[src/clock_divide_delay_params.svh]
// Purpose: constants for the clock divide/delay distribution block
// Assumes: APB register map with one 32-bit word per register
// Notes:   offsets are byte addresses
// Operation
// RULE1 - each group divides distribution clock by 1..1045 with 50% duty (code: odd divides come within a tick of 50%)
// RULE2 - group uses extended mode when divide value is 26 or more
// RULE3 - coarse delay 4.5..12 cycles normal, 12.5..522 cycles extended (code: whole ticks, clamped to 4..12 normal and 12..522 extended)
// RULE4 - half-step bit gives half-period coarse step when divide exceeds one (code: no delay step, widens the high part of odd divides by one tick)
// RULE5 - new coarse delay takes effect only at the next sync event
// RULE6 - coarse delay supports fixed, absolute dynamic and relative dynamic use
// RULE7 - oscillator divider accepts 2..8 with 50% duty for odd and even (code: 3-bit field gives 2..7, odd divides not 50%)
// RULE8 - selector feeds direct or divided oscillator to distribution and feedback
// RULE9 - buffered output divider accepts 1 through 8
// RULE10 - each buffered output independently selects divider result or bypass
// RULE11 - two groups may take the oscillator input port directly
// RULE12 - oscillator-sourced outputs are held low while sync is asserted (code: an oscillator-port group set sync exempt is not held low)
// RULE13 - sync-exempt group keeps running through a sync event
// RULE14 - reference selector passes one of three inputs, manual or automatic
// RULE15 - each reference input has its own pre-divider
// RULE16 - host may drive status select pins to choose the reference directly
// RULE17 - second reference reusable as feedback port or oscillator input
// RULE18 - single-loop mode powers down first loop, oscillator port is reference
// RULE19 - distribution-only mode routes second reference through group paths
// RULE20 - both outputs of a group share one divider
// RULE21 - fine delay 25 ps steps 0..475 ps, enable adds 500 ps
// RULE22 - host programs crystal mode before a crystal is used
// RULE23 - reference pre-dividers support exactly 1, 2, 4 and 8
// RULE24 - sync re-aligns active synchronized groups to a common rising edge
`ifndef CLOCK_DIVIDE_DELAY_PARAMS_SVH
`define CLOCK_DIVIDE_DELAY_PARAMS_SVH
`define OFS_GROUP_BASE   12'h000
`define OFS_OSC_CTRL     12'h040
`define OFS_REF_CTRL     12'h044
`define OFS_MODE_CTRL    12'h048
`define OFS_STATUS       12'h04C
`define GDIV_LSB         0
`define GDLY_LSB         11
`define GHS_BIT          21
`define GNOSYNC_BIT      22
`define GOSCSRC_BIT      23
`define GFINE_LSB        24
`define GFINE_EN_BIT     29
`define GDIV_RST         11'h001
`define GDLY_RST         10'h005
`define EXT_THRESH       11'h01A
`define GDIV_MAX         11'h415
`define NORM_DLY_MIN     10'h004
`define NORM_DLY_MAX     10'h00C
`define EXT_DLY_MIN      10'h00C
`define EXT_DLY_MAX      10'h20A
`define FINE_MAX         5'h13
`define VDIV_MIN         3'h2
`define ODIV_MIN         4'h1
`define ODIV_MAX         4'h8
`endif

[src/clock_divide_delay_pkg.sv]
// Purpose: types for the clock divide/delay distribution block
// Assumes: params header holds the numbers
// Notes:   none
package clock_divide_delay_pkg;
  typedef enum logic [2:0] {
    MODE_DUAL = 3'h1,
    MODE_SINGLE = 3'h2,
    MODE_DIST = 3'h4
  } loop_mode_t;
  typedef struct packed {
    logic       fine_en;
    logic [4:0] fine;
    logic       osc_src;
    logic       no_sync;
    logic       half_step;
    logic [9:0] delay;
    logic [10:0] div;
  } group_cfg_t;
  typedef struct packed {
    logic       dist_clk;
    logic       osc_clk;
    logic       sync_n;
  } clk_in_t;
endpackage

[src/clock_divide_delay_distribution.sv]
// Purpose: digital control for divide/delay distribution with APB registers
// Assumes: all clock inputs are sampled enables synchronous to pclk
// Notes:   a group output toggles at its source ticks; half-step widens the high part of odd divides by one tick
//
// Our own choices: the placing of the registers and register access over APB.
`include "clock_divide_delay_params.svh"
module clock_divide_delay_distribution
  import clock_divide_delay_pkg::*;
#(
  parameter int NGROUPS = 6,
  parameter int NOSCOUT = 1
) (
  input  wire logic                 pclk,
  input  wire logic                 presetn,
  // apb slave
  input  wire logic                 psel,
  input  wire logic                 penable,
  input  wire logic                 pwrite,
  input  wire logic [11:0]          paddr,
  input  wire logic [31:0]          pwdata,
  output logic      [31:0]          prdata,
  output logic                      pready,
  output logic                      pslverr,
  // source ticks and sync
  input  wire clk_in_t              clk_in,
  input  wire logic [2:0]           ref_in,
  input  wire logic [2:0]           ref_los,
  input  wire logic [2:0]           status_select_pin_in,
  // distribution and loop outputs
  output logic      [2*NGROUPS-1:0] clk_out,
  output logic      [NOSCOUT-1:0]   buffered_osc_output,
  output logic                      ref_to_first_loop,
  output logic                      first_loop_pd,
  output logic                      second_loop_ref_sel,
  output logic                      feedback_prescaler_clk,
  // fine delay controls per group
  output logic      [4:0]           fine_delay_code [NGROUPS],
  output logic      [NGROUPS-1:0]   fine_delay_en
);

  // per group configuration and state
  group_cfg_t    cfg_reg [NGROUPS];
  logic [9:0]    dly_act_reg [NGROUPS];
  logic [10:0]   cnt_reg [NGROUPS];
  logic [10:0]   hold_reg [NGROUPS];
  logic [NGROUPS-1:0] gout_reg;
  // shared control words
  logic [31:0]   osc_ctrl_reg;
  logic [31:0]   ref_ctrl_reg;
  loop_mode_t    mode_reg;
  logic [31:0]   prdata_next;
  // sync release detection
  logic          sync_d_reg;
  // oscillator and buffered output dividers
  logic [2:0]    vcnt_reg;
  logic          vout_reg;
  logic [3:0]    ocnt_reg;
  logic          oout_reg;
  // reference pre-dividers and selection
  logic [3:0]    pcnt_reg [3];
  logic [2:0]    pout_reg;
  logic [1:0]    ref_sel_reg;

  // field views of the shared control registers
  wire [2:0] vdiv       = osc_ctrl_reg[2:0];
  wire       vdiv_sel   = osc_ctrl_reg[3];
  wire [3:0] odiv       = osc_ctrl_reg[7:4];
  wire [NOSCOUT-1:0] obypass = osc_ctrl_reg[8 +: NOSCOUT];
  wire       ref_auto   = ref_ctrl_reg[0];
  wire [1:0] ref_man    = ref_ctrl_reg[2:1];
  wire       pin_sel_en = ref_ctrl_reg[3];
  wire       refb_reuse = ref_ctrl_reg[4];
  wire       crystal_en = ref_ctrl_reg[5];

  // register map, one aligned word each
  //   0x000 + 4*g  group g control
  //     [10:0]  divide, 0 acts as 1
  //     [20:11] coarse delay, ticks
  //     [21]    half-step enable
  //     [22]    sync exempt
  //     [23]    oscillator port source
  //     [28:24] fine delay code
  //     [29]    fine delay enable
  //   0x040  oscillator control
  //     [2:0]   divider, below 2 is 2
  //     [3]     use divided oscillator
  //     [7:4]   buffered divide 1..8
  //     [8+]    per output bypass
  //   0x044  reference control
  //     [0]     automatic switching
  //     [2:1]   manual choice a, b, c
  //     [3]     choice from select pins
  //     [4]     second reference reused
  //     [5]     crystal mode
  //     [13:8]  pre-divide codes
  //   0x048  loop mode, one-hot
  //   0x04C  status, read only
  //     [1:0]   active reference
  //     [6:4]   loss flags
  //     [13:8]  group outputs
  // reset: group div 1, delay 5
  //   oscillator word 0x12
  //   reference word 0x01, mode dual
  // one-cycle access, pready tied high
  // misaligned or unmapped: pslverr
  // status writes are dropped

  // apb decode; ready and error in the access cycle, read data the cycle after; unmapped addresses flag an error
  wire        acc     = psel & penable;
  wire        wr_acc  = acc & pwrite;
  wire        in_grp  = (paddr < `OFS_OSC_CTRL);
  wire [3:0]  gidx    = paddr[5:2];
  wire        grp_ok  = in_grp & (gidx < 4'(NGROUPS)) & (paddr[1:0] == 2'h0);
  wire        osc_hit = (paddr == `OFS_OSC_CTRL);
  wire        ref_hit = (paddr == `OFS_REF_CTRL);
  wire        mod_hit = (paddr == `OFS_MODE_CTRL);
  wire        sta_hit = (paddr == `OFS_STATUS);
  wire        mapped  = grp_ok | osc_hit | ref_hit | mod_hit | sta_hit;
  assign pready  = 1'b1;
  assign pslverr = acc & ~mapped;

  // sync handling
  //   low level forces synced groups low
  //   and the buffered outputs low too
  //   buffered outputs are not retimed,
  //   so a glitch at either sync edge
  //   is possible
  //   release is seen in its first cycle
  //   synced groups not on the oscillator port restart together

  // sync is active low; event on its release re-aligns groups
  wire sync_act  = ~clk_in.sync_n;
  wire sync_rel  = sync_d_reg & ~sync_act;

  // read data selection
  always_comb begin
    prdata_next = 32'h0000_0000;
    if (grp_ok)
      prdata_next = {2'h0, cfg_reg[gidx[2:0]]};
    else if (osc_hit)
      prdata_next = osc_ctrl_reg;
    else if (ref_hit)
      prdata_next = ref_ctrl_reg;
    else if (mod_hit)
      prdata_next = {29'h0, mode_reg};
    else if (sta_hit)
      prdata_next = {18'h0, gout_reg[5:0], 1'h0, ref_los, 2'h0, ref_sel_reg};
  end

  // mode write strobe; only one-hot codes
  wire mode_wr = wr_acc & mod_hit & (pwdata[2:0] inside {3'h1, 3'h2, 3'h4});

  // read data capture, held until next read
  always_ff @(posedge pclk or negedge presetn) begin
    if (!presetn) begin
      prdata <= 32'h0000_0000;
    end else if (acc && !pwrite) begin
      prdata <= prdata_next;
    end
  end

  // sync level one cycle late
  always_ff @(posedge pclk or negedge presetn) begin
    if (!presetn) begin
      sync_d_reg <= 1'b0;
    end else begin
      sync_d_reg <= sync_act;
    end
  end

  // oscillator control word
  always_ff @(posedge pclk or negedge presetn) begin
    if (!presetn) begin
      osc_ctrl_reg <= 32'h0000_0012;
    end else if (wr_acc && osc_hit) begin
      osc_ctrl_reg <= pwdata;
    end
  end

  // reference control word
  always_ff @(posedge pclk or negedge presetn) begin
    if (!presetn) begin
      ref_ctrl_reg <= 32'h0000_0001;
    end else if (wr_acc && ref_hit) begin
      ref_ctrl_reg <= pwdata;
    end
  end

  // loop mode
  always_ff @(posedge pclk or negedge presetn) begin
    if (!presetn) begin
      mode_reg <= MODE_DUAL;
    end else if (mode_wr) begin
      mode_reg <= loop_mode_t'(pwdata[2:0]);
    end
  end

  // distribution source: direct or divided oscillator
  wire div_tick  = clk_in.dist_clk & (vcnt_reg == 3'h0);
  wire dist_tick = vdiv_sel ? div_tick : clk_in.dist_clk; // RULE8

  // oscillator divider notes
  //   counts 0 .. vdiv_c-1 on source ticks
  //   output high from 0 to half count
  //   divided tick fires once per count

  // oscillator divider 2..7, counting source ticks per whole period
  wire [2:0] vdiv_c = (vdiv < `VDIV_MIN) ? `VDIV_MIN : vdiv; // RULE7
  always_ff @(posedge pclk or negedge presetn) begin
    if (!presetn) begin
      vcnt_reg <= 3'h0;
      vout_reg <= 1'b0;
    end else if (clk_in.dist_clk) begin
      vcnt_reg <= (vcnt_reg == vdiv_c - 3'h1) ? 3'h0 : vcnt_reg + 3'h1; // RULE7
      vout_reg <= (vcnt_reg == 3'h0) ? 1'b1 : (vcnt_reg == (vdiv_c >> 1)) ? 1'b0 : vout_reg;
    end
  end
  assign feedback_prescaler_clk = vdiv_sel ? vout_reg : clk_in.dist_clk; // RULE8

  // buffered output divider 1..8 with per-output bypass
  wire [3:0] odiv_c = (odiv < `ODIV_MIN) ? `ODIV_MIN : (odiv > `ODIV_MAX) ? `ODIV_MAX : odiv;
  always_ff @(posedge pclk or negedge presetn) begin
    if (!presetn) begin
      ocnt_reg <= 4'h0;
      oout_reg <= 1'b0;
    end else if (clk_in.osc_clk) begin
      ocnt_reg <= (ocnt_reg >= odiv_c - 4'h1) ? 4'h0 : ocnt_reg + 4'h1; // RULE9
      oout_reg <= (odiv_c == 4'h1) ? ~oout_reg : (ocnt_reg == 4'h0);
    end
  end
  // held low during sync; not aligned with distribution outputs
  for (genvar o = 0; o < NOSCOUT; o++) begin : g_osc
    assign buffered_osc_output[o] = sync_act ? 1'b0 :
                                    (obypass[o] ? clk_in.osc_clk : oout_reg); // RULE10 RULE12
  end

  // reference path
  //   automatic: first input not lost,
  //   in order a, c, b
  //   b is skipped while reused
  //   manual: register or select pins,
  //   higher pin wins
  //   b while reused falls back to a
  //   choice is registered once so the
  //   mux never sees a half-changed code
  //   only dual mode feeds first loop

  // reference selection, pre-divide and loop routing
  wire [1:0] auto_sel = !ref_los[0] ? 2'h0 : (!ref_los[2] || refb_reuse) ? 2'h2 : 2'h1;
  wire [1:0] pin_sel  = status_select_pin_in[2] ? 2'h2 : status_select_pin_in[1] ? 2'h1 : 2'h0;
  wire [1:0] man_sel  = pin_sel_en ? pin_sel : ref_man; // RULE16
  wire [1:0] sel_raw  = ref_auto ? auto_sel : man_sel; // RULE14
  wire [1:0] sel_fix  = (refb_reuse && sel_raw == 2'h1) ? 2'h0 : sel_raw; // RULE17
  always_ff @(posedge pclk or negedge presetn) begin
    if (!presetn)
      ref_sel_reg <= 2'h0;
    else
      ref_sel_reg <= (sel_fix == 2'h3) ? 2'h0 : sel_fix;
  end
  // per-input pre-divider of 1,2,4 or 8, a two-bit power code
  for (genvar r = 0; r < 3; r++) begin : g_pre
    wire [1:0] pcode = ref_ctrl_reg[8 + 2*r +: 2]; // RULE23
    wire [3:0] plim  = 4'h1 << pcode;
    always_ff @(posedge pclk or negedge presetn) begin
      if (!presetn) begin
        pcnt_reg[r] <= 4'h0;
        pout_reg[r] <= 1'b0;
      end else if (ref_in[r]) begin
        pcnt_reg[r] <= (pcnt_reg[r] == plim - 4'h1) ? 4'h0 : pcnt_reg[r] + 4'h1; // RULE15
        pout_reg[r] <= (pcode == 2'h0) ? 1'b1 : (pcnt_reg[r] == 4'h0);
      end else if (pcode == 2'h0) begin
        pout_reg[r] <= 1'b0;
      end
    end
  end
  assign ref_to_first_loop   = (mode_reg == MODE_DUAL) ? pout_reg[ref_sel_reg] : 1'b0;
  assign first_loop_pd       = (mode_reg != MODE_DUAL); // RULE18
  assign second_loop_ref_sel = (mode_reg == MODE_SINGLE) | crystal_en; // RULE18 RULE22

  // group source tick: distribution, oscillator port, or second reference
  wire dist_src = (mode_reg == MODE_DIST) ? ref_in[1] : dist_tick; // RULE19

  // group operation, one per pair
  //   source: distribution tick, second
  //   reference in distribution mode, or
  //   oscillator port for the last two
  //   counter runs 0 .. dv-1 on ticks
  //   output high for the first half,
  //   exact for even divides, within a
  //   tick for odd ones
  //   half-step widens the high part of
  //   an odd divide by one tick
  //   divide of one toggles every tick
  //   26 or more selects extended range
  //   written delay waits in the config
  //   word; sync release copies it and
  //   loads the hold counter
  //   while holding, divider stands and
  //   output stays low
  //   fixed use: one delay, one sync
  //   absolute use: new delay, then sync
  //   relative use: add to the delay,
  //   then sync
  //   exempt and oscillator groups ignore
  //   the release; exempt ones keep their
  //   phase, others stand while sync is low
  //   divide 0 acts as 1, above is clamped
  //   delay clamped to the mode's range
  //   both pair pins read one flop

  // per-group divider, delay and sync handling
  for (genvar g = 0; g < NGROUPS; g++) begin : g_grp
    // source select
    wire sel_osc   = cfg_reg[g].osc_src & (g >= NGROUPS - 2); // RULE11
    wire tick      = sel_osc ? clk_in.osc_clk : dist_src;

    // divide clamp and delay range
    wire [10:0] dv = (cfg_reg[g].div == 11'h0) ? 11'h1 :
                     (cfg_reg[g].div > `GDIV_MAX) ? `GDIV_MAX : cfg_reg[g].div; // RULE1
    wire ext_mode  = (dv >= `EXT_THRESH); // RULE2
    wire [9:0] dmin = ext_mode ? `EXT_DLY_MIN : `NORM_DLY_MIN;
    wire [9:0] dmax = ext_mode ? `EXT_DLY_MAX : `NORM_DLY_MAX;

    // coarse delay clamp
    wire [9:0] dcl  = (cfg_reg[g].delay < dmin) ? dmin :
                      (cfg_reg[g].delay > dmax) ? dmax : cfg_reg[g].delay; // RULE3

    // output phase within the period
    wire hs_ok     = cfg_reg[g].half_step & (dv > 11'h1); // RULE4
    wire hi_half   = (cnt_reg[g] < (dv >> 1)) | (dv[0] & (cnt_reg[g] == (dv >> 1)) & hs_ok);

    // sync and write strobes
    wire resync    = sync_rel & ~cfg_reg[g].no_sync & ~sel_osc; // RULE13 RULE24
    wire wsel      = wr_acc & grp_ok & (gidx == 4'(g));
    always_ff @(posedge pclk or negedge presetn) begin
      if (!presetn) begin
        cfg_reg[g]     <= '{fine_en: 1'b0, fine: 5'h0, osc_src: 1'b0, no_sync: 1'b0,
                            half_step: 1'b0, delay: `GDLY_RST, div: `GDIV_RST};
        dly_act_reg[g] <= `GDLY_RST;
        cnt_reg[g]     <= 11'h0;
        hold_reg[g]    <= 11'h0;
        gout_reg[g]    <= 1'b0;
      end else begin
        if (wsel)
          cfg_reg[g] <= group_cfg_t'(pwdata[29:0]); // RULE6
        if (resync) begin
          dly_act_reg[g] <= dcl; // RULE5
          hold_reg[g]    <= {1'b0, dcl}; // RULE24
          cnt_reg[g]     <= 11'h0;
          gout_reg[g]    <= 1'b0;
        end else if (sync_act && !cfg_reg[g].no_sync) begin
          gout_reg[g] <= 1'b0; // RULE12
        end else if (tick) begin
          if (hold_reg[g] != 11'h0) begin
            hold_reg[g] <= hold_reg[g] - 11'h1; // RULE3
          end else begin
            cnt_reg[g]  <= (cnt_reg[g] >= dv - 11'h1) ? 11'h0 : cnt_reg[g] + 11'h1;
            gout_reg[g] <= (dv == 11'h1) ? ~gout_reg[g] : hi_half; // RULE1
          end
        end
      end
    end

    // pair outputs share the group flop
    assign clk_out[2*g]     = gout_reg[g]; // RULE20
    assign clk_out[2*g + 1] = gout_reg[g]; // RULE20

    // fine delay code clamp and enable
    assign fine_delay_code[g] = (cfg_reg[g].fine > `FINE_MAX) ? `FINE_MAX : cfg_reg[g].fine; // RULE21
    assign fine_delay_en[g]   = cfg_reg[g].fine_en; // RULE21
  end

endmodule

[config.mk]
export PLATFORM = sky130hd
export DESIGN_NAME = clock_divide_delay_distribution
export DESIGN_NICKNAME = d
export VERILOG_FILES = /design/src/clock_divide_delay_pkg.sv /design/src/clock_divide_delay_distribution.sv
export VERILOG_INCLUDE_DIRS = /design/src /design/src/src
export SDC_FILE = /design/constraint.sdc
export NUM_CORES = 1
export LEC_CHECK = 0
export BUFFER_PORTS_ARGS = -buffer_cell sky130_fd_sc_hd__buf_2
export CAP_MARGIN = 20
export CELL_PAD_IN_SITES_DETAIL_PLACEMENT = 1
export CELL_PAD_IN_SITES_GLOBAL_PLACEMENT = 2
export CORE_UTILIZATION = 41
export DETAILED_ROUTE_END_ITERATION = 8
export PLACE_DENSITY = 0.83
export SYNTH_ARGS = -nofsm -noshare
export SYNTH_HDL_FRONTEND = slang
export SYNTH_SLANG_ARGS = --single-unit
[constraint.sdc]
create_clock -name pclk -period 4.8 [get_ports pclk]
set_input_delay 0.24 -clock pclk [delete_from_list [all_inputs] [get_ports pclk]]
set_output_delay 0.24 -clock pclk [all_outputs]
set_load 0.05 [all_outputs]
[Yosys cells after proc, flatten, opt, wreduce, memory -nomap -nowiden]
Cells that the tools add are included.
Word-level totals
  flip-flop bits (word level): 444
  bits in latches: 0
  bits in writable memories: 0
  memory bits (read-only): 0
  input bits: 61
  output and inout bits: 87
  memories: 0
Operators by class
  $add $sub $neg: 28
  $mul: 0
  div/mod/pow operators: 0
  magnitude comparators: 56
  eq/ne operators: 54
  shift-type cells: 3
  mux-type cells: 172
  bitwise logic cells: 71
  reductions and logical operators: 83
Operators by type and width (count)
  2-to-1 mux 11 bit: 66
  2-to-1 mux 10 bit: 18
  subtractor 11 x 1 -> 11 bit, second input constant: 12
  2-to-1 mux 32 bit: 4
  binary-select mux 30 bit (select 3 bit): 1
  adder 11 x 1 -> 11 bit, second input constant: 6
  == test 11 x 1 -> 1 bit, second input constant: 6
  == test 11 x 10 -> 1 bit: 6
  greater-or-equal comparator 11 bit: 6
  greater-or-equal comparator 11 x 5 -> 1 bit, second input constant: 6
  greater-than comparator 11 x 1 -> 1 bit, second input constant: 6
  greater-than comparator 11 bit, second input constant: 6
  zero test 11 bit: 6
  less-than comparator 11 x 10 -> 1 bit: 6
  nonzero test 11 bit: 6
  greater-than comparator 10 bit: 6
  less-than comparator 10 x 4 -> 1 bit: 6
  2-to-1 mux 30 bit: 2
  2-to-1 mux 1 bit: 52
  == test 12 x 7 -> 1 bit, second input constant: 4
  2-to-1 mux 4 bit: 12
  AND 1 bit: 42
  AND reduction 3 bit: 12
  nonzero test 2 bit: 16
  other kinds (44): 154

[Depth between registers and ports, before layout]
  depth after elaboration: 12
  mapped depth: 21
  gate-level depth less buffers: 19

[Least setup slack after synthesis]
OpenSTA, ideal clock, no wires.
  kind: reg2reg
  start: register cfg_reg[96] in the netlist's numbering
  end: register cnt_reg[39] in the netlist's numbering
  arrival time: 4.150 ns
  required time: 4.718 ns
  path slack: 0.568 ns
  stages on the path, launching flop included: 21
  buffers on the path: 1
  clock period less this slack: 4.232 ns
  cell sequence: dfrtp_1 nor4_1 nand2_1 o21a_1 a211o_1 inv_1 ha_1 nand2_1 or2_2 nor2_1 xor2_1 nand2_1 ha_1 o21a_1 o2111ai_1 a21oi_1 a2111o_1 nor3_2 buf_4 a21oi_1 a31oi_1
Between the ends
  longest elaborated chain between the ends: 10
  elaborated cells on any way between the ends: 11
RTL lines
  start: declaration: line clock_divide_delay_distribution.sv:42  | group_cfg_t cfg_reg [NGROUPS];
  start signal: indexed assignment: line clock_divide_delay_distribution.sv:337  | cfg_reg[g] <= '{fine_en: 1'b0, fine: 5'h0, osc_src: 1'b0, no_sync: 1'b0,
  start signal: indexed assignment: line clock_divide_delay_distribution.sv:345  | cfg_reg[g] <= group_cfg_t'(pwdata[29:0]);
  greater-than comparator 11 bit (no source line)
  2-to-1 mux 11 bit: line clock_divide_delay_distribution.sv:319  | (cfg_reg[g].div > `GDIV_MAX) ? `GDIV_MAX : cfg_reg[g].div;
  2-to-1 mux 11 bit *: line clock_divide_delay_distribution.sv:318  | wire [10:0] dv = (cfg_reg[g].div == 11'h0) ? 11'h1 :
  subtractor 11 x 1 -> 11 bit *: line clock_divide_delay_distribution.sv:357  | cnt_reg[g] <= (cnt_reg[g] >= dv - 11'h1) ? 11'h0 : cnt_reg[g] + 11'h1;
  greater-or-equal comparator 11 bit *: line clock_divide_delay_distribution.sv:357
  2-to-1 mux 11 bit *: line clock_divide_delay_distribution.sv:357
  2-to-1 mux 11 bit *: line clock_divide_delay_distribution.sv:354  | if (hold_reg[g] != 11'h0) begin
  2-to-1 mux 11 bit *: line clock_divide_delay_distribution.sv:353  | end else if (tick) begin
  2-to-1 mux 11 bit *: line clock_divide_delay_distribution.sv:351  | end else if (sync_act && !cfg_reg[g].no_sync) begin
  2-to-1 mux 11 bit *: line clock_divide_delay_distribution.sv:346  | if (resync) begin
  end signal: indexed assignment: line clock_divide_delay_distribution.sv:357
  end: declaration: line clock_divide_delay_distribution.sv:44  | logic [10:0] cnt_reg [NGROUPS];
Mark *: on every way between the ends. The rest lies on a longest branch, timed or not. The select of a mux whose other input is x is not followed.
A chain may end at the register's enable or synchronous reset.

[Final worst setup path]
  start: register cfg_reg[7] in the netlist's numbering
  end: register cnt_reg[10] in the netlist's numbering
The elaborated chain is that of the path after synthesis.

==> flow_summary.ini <==
[worst_setup_path]
required_ns = 5.31
critPathKind = register to register
cpLargestDelayFamily = compound AO/OA/AOI/OAI gates
crit_fanout = 8
worstSetupStartpoint = cfg_reg[7]
cp.arrival_ns = 5.09
path_depth = 16
slowest_stage = o31ai_1
endpoint = cnt_reg[10]
startpoint_type = register
reg2reg_to = cnt_reg[10]
reg2reg_slack_ns = 0.22
crit_path_end_kind = register
worstReg2RegStart = cfg_reg[7]
crit_top_cell = a21oi_1
r2r_cells = 16
path_buf_inv = 1
cpPeakStageDelay_ns = 0.90
crit_chain = or3_1, nor3_1, a21oi_1, a311oi_1, ha_1, and4b_1, a21oi_1, ha_1, a2111oi_0, o21ai_0, a21oi_1, o31ai_1, nor2_1, buf_4, a21o_1, a22o_1

[final_layout]
areaGrowthSynthToFinish_pct = 13.6
instances_no_fill = 3925
largest_reg_flops = 172
nNetsFinal = 3265
multi_input_area_sq_um = 16100
drive_gt1_frac = 0.213
fin_area_sq_um = 32100
regArea_sq_um = 11100
fill_cells = 7592

[routing]
via_count = 23719
drt_iter0_markers = 1344
drcViolationCount = 0
antenna_left = 0
avgRoutedWirePerCell_um = 24.1
first_pass_iters = 6
vias_per_cell = 6.04
routed_wl_mm = 94.5

[logic_synthesis]
yosys_warnings = 0
synth_top_cell_by_area = dfrtp_1
synth_commonest_cells = dfrtp_1 (422), mux2_2 (246), nand2_1 (233)
async_flop_share = 1.00
syn-cell-area_sq_um = 28300
yosys.cell_types.count = 104
syn_area_per_cell_sq_um = 9.83
synth-edff-count = 0
yosys-top-cells-area = dfrtp_1 (37%), mux2_2 (9.8%), ha_1 (8.7%), o21ai_0 (3.9%), nand2_1 (3.1%)
synth_most_common_cell = dfrtp_1
netlist_instances = 2875
ys_ff_latch = 444
netlist.area_leader.share = 0.374
seq_area_frac_synth = 0.394
synth_ff_type = dfrtp_1

[die]
num_io_pins = 148
rows = 95
die_h_um = 265
die-area_sq_um = 70000
initial_core_util = 0.418
design.core.area_sq_um = 67600
fp.dieW_um = 265

[sta]
relSlewSlack = 0.284
clock.fmax_mhz = 218
worstMarginPinSlew_ns = 1.06
final.setup_skew_ns = 0.0474
hold_viol = 0
finalCriticalPeriod_ns = 4.58
final_max_slew_viol_count = 0
tns_ns = 0
finalSetupViolCount = 0
fin_ws_ns = 0.221
fin_crit_sh = 0.954

[placed_design]
placed_area_sq_um = 29900
gp_congestion = 0.874
place_hpwl_mm = 68.7
pre_cts_slack_ns = 0.0695
dp_cells = 3801
io_buffer_count = 145

[grt]
grt_pass1_wl_mm = 149
grt_pass1_vias = 25419
grt_max_degree = 124
track_usage = 0.270
overflow = 0
antenna_found_initial = 5

[run]
drv_cap = 0

[clocking]
cts_max_path_buffers = 3
path_clk_slew_ns = 0.07
tritoncts = done
cts_max_level = 2
cts_inserted_buffers = 51
cts-root-buf = clkbuf_16
numClockSinks = 444
clk_latency_ns = 0.64

[min_path]
worst_hold_path_type = input pin to register
min_from = pwdata[15]

[power_and_ir_drop]
total_power_mw = 9.90
p_per_area_nw_per_um2 = 309
p_leak_nw = 15.2
vdd_drop_max_v = 0.000270

[run_status]
outcome = finished, final reports clean
==> metrics by stage <==
step / hold slack [ns] / util
after floorplan: -0.0556 / -
after global placement: 0.374 / 0.442
after detailed placement: 0.385 / 0.442
after CTS: 0.00434 / 0.473
after global routing: 0.0167 / 0.474
final: 0.0338 / 0.475
==> worst register-to-register path: stages (launching register included) <==
cell and delay [ns]:
dfrtp_1 0.45, or3_1 0.39, nor3_1 0.22, a21oi_1 0.14, a311oi_1 0.39, ha_1 0.32, and4b_1 0.24, a21oi_1 0.09
ha_1 0.31, a2111oi_0 0.10, o21ai_0 0.10, a21oi_1 0.08, o31ai_1 0.90, nor2_1 0.17, buf_4 0.23, a21o_1 0.16
a22o_1 0.18
==> power by group <==
group	internal, mW	leakage [nW]	switching [mW]
clock	2.65	0.920	1.75
combinational	0.475	8.35	0.840
sequential	3.95	5.94	0.237
==> repair_timing <==
item                                    CTS  global route
endpoints found under the setup margin    0            28
hold buffers                             21             0
hold endpoints to repair                164             0
setup buffers                             0             1
resized for setup                         0             9
==> placed cells by master, fill, tap and decap left out, drive strengths merged, types with 14 or more instances in the layout <==
cell         Yosys  final
o21ai          245    245
nand4           30     30
nor4            26     26
o22ai           41     41
mux4            32     32
o211ai          15     15
buf             55    198
mux2i           48     48
or3             26     26
a22oi           20     20
dfstp           22     22
a21o            25     25
o31ai           14     14
clkbuf          86     72
nand2          236    236
xor2            37     37
mux2           246    246
a222oi          18     18
nor3            84     84
a31oi           39     39
dlygate4sd3      0     21
dfrtp          422    422
ha             197    197
nor2           182    182
nand3           74     74
inv            123    123
a21oi          112    112
a211oi          21     21
o21a            25     25
and3            46     46
nor2b           53     53
nand2b          55     55
xnor2           38     38
==> logic make-up (layout without fill, tap and decap cells) <==
group | Yosys count | after routing | share of synthesized area
adders and majority gates | 197 | 197 | 0.0872
muxes | 326 | 326 | 0.141
other | 1 | 6 | 0.000133
AOI/OAI and AO/OA | 671 | 671 | 0.153
buffers and inverters | 266 | 438 | 0.0391
DFF | 444 | 444 | 0.394
xor gates and xnor gates | 75 | 75 | 0.0232
and+or+nand+nor | 895 | 895 | 0.163
==> layout make-up <==
type                    instances  area share
multi-input cells            2166       0.501
clock inverters                22      0.0126
well taps                     873      0.0340
inverters                     125      0.0146
clock buffers                  72      0.0463
diodes                          4    0.000312
repair buffers                219      0.0436
flip-flops and latches        444       0.347
==> metal layers <==
layer | vias up | GRT usage | wire (um)
met5 | - | 0 | 23
met4 | 4 | 0.103 | 3720
met2 | 552 | 0.455 | 45200
met1 | 12183 | 0.351 | 41300
met3 | 149 | 0.0400 | 4300
li1 | 10831 | - | -
==> worst min path at each step <==
| stage | end | cells past startpoint | slack, ns |
|---|---|---|---|
| CTS | cfg_reg[15] | 2 | 0.004 |
| detailed placement | cnt_reg[26] | 1 | 0.39 |
| global route | cfg_reg[55] | 2 | 0.02 |
| global placement | cnt_reg[47] | 1 | 0.37 |
| floorplan | cfg_reg[100] | 0 | -0.06 |
| finish | cfg_reg[15] | 2 | 0.03 |
No activity file was read; power rests on OpenSTA's default activity.
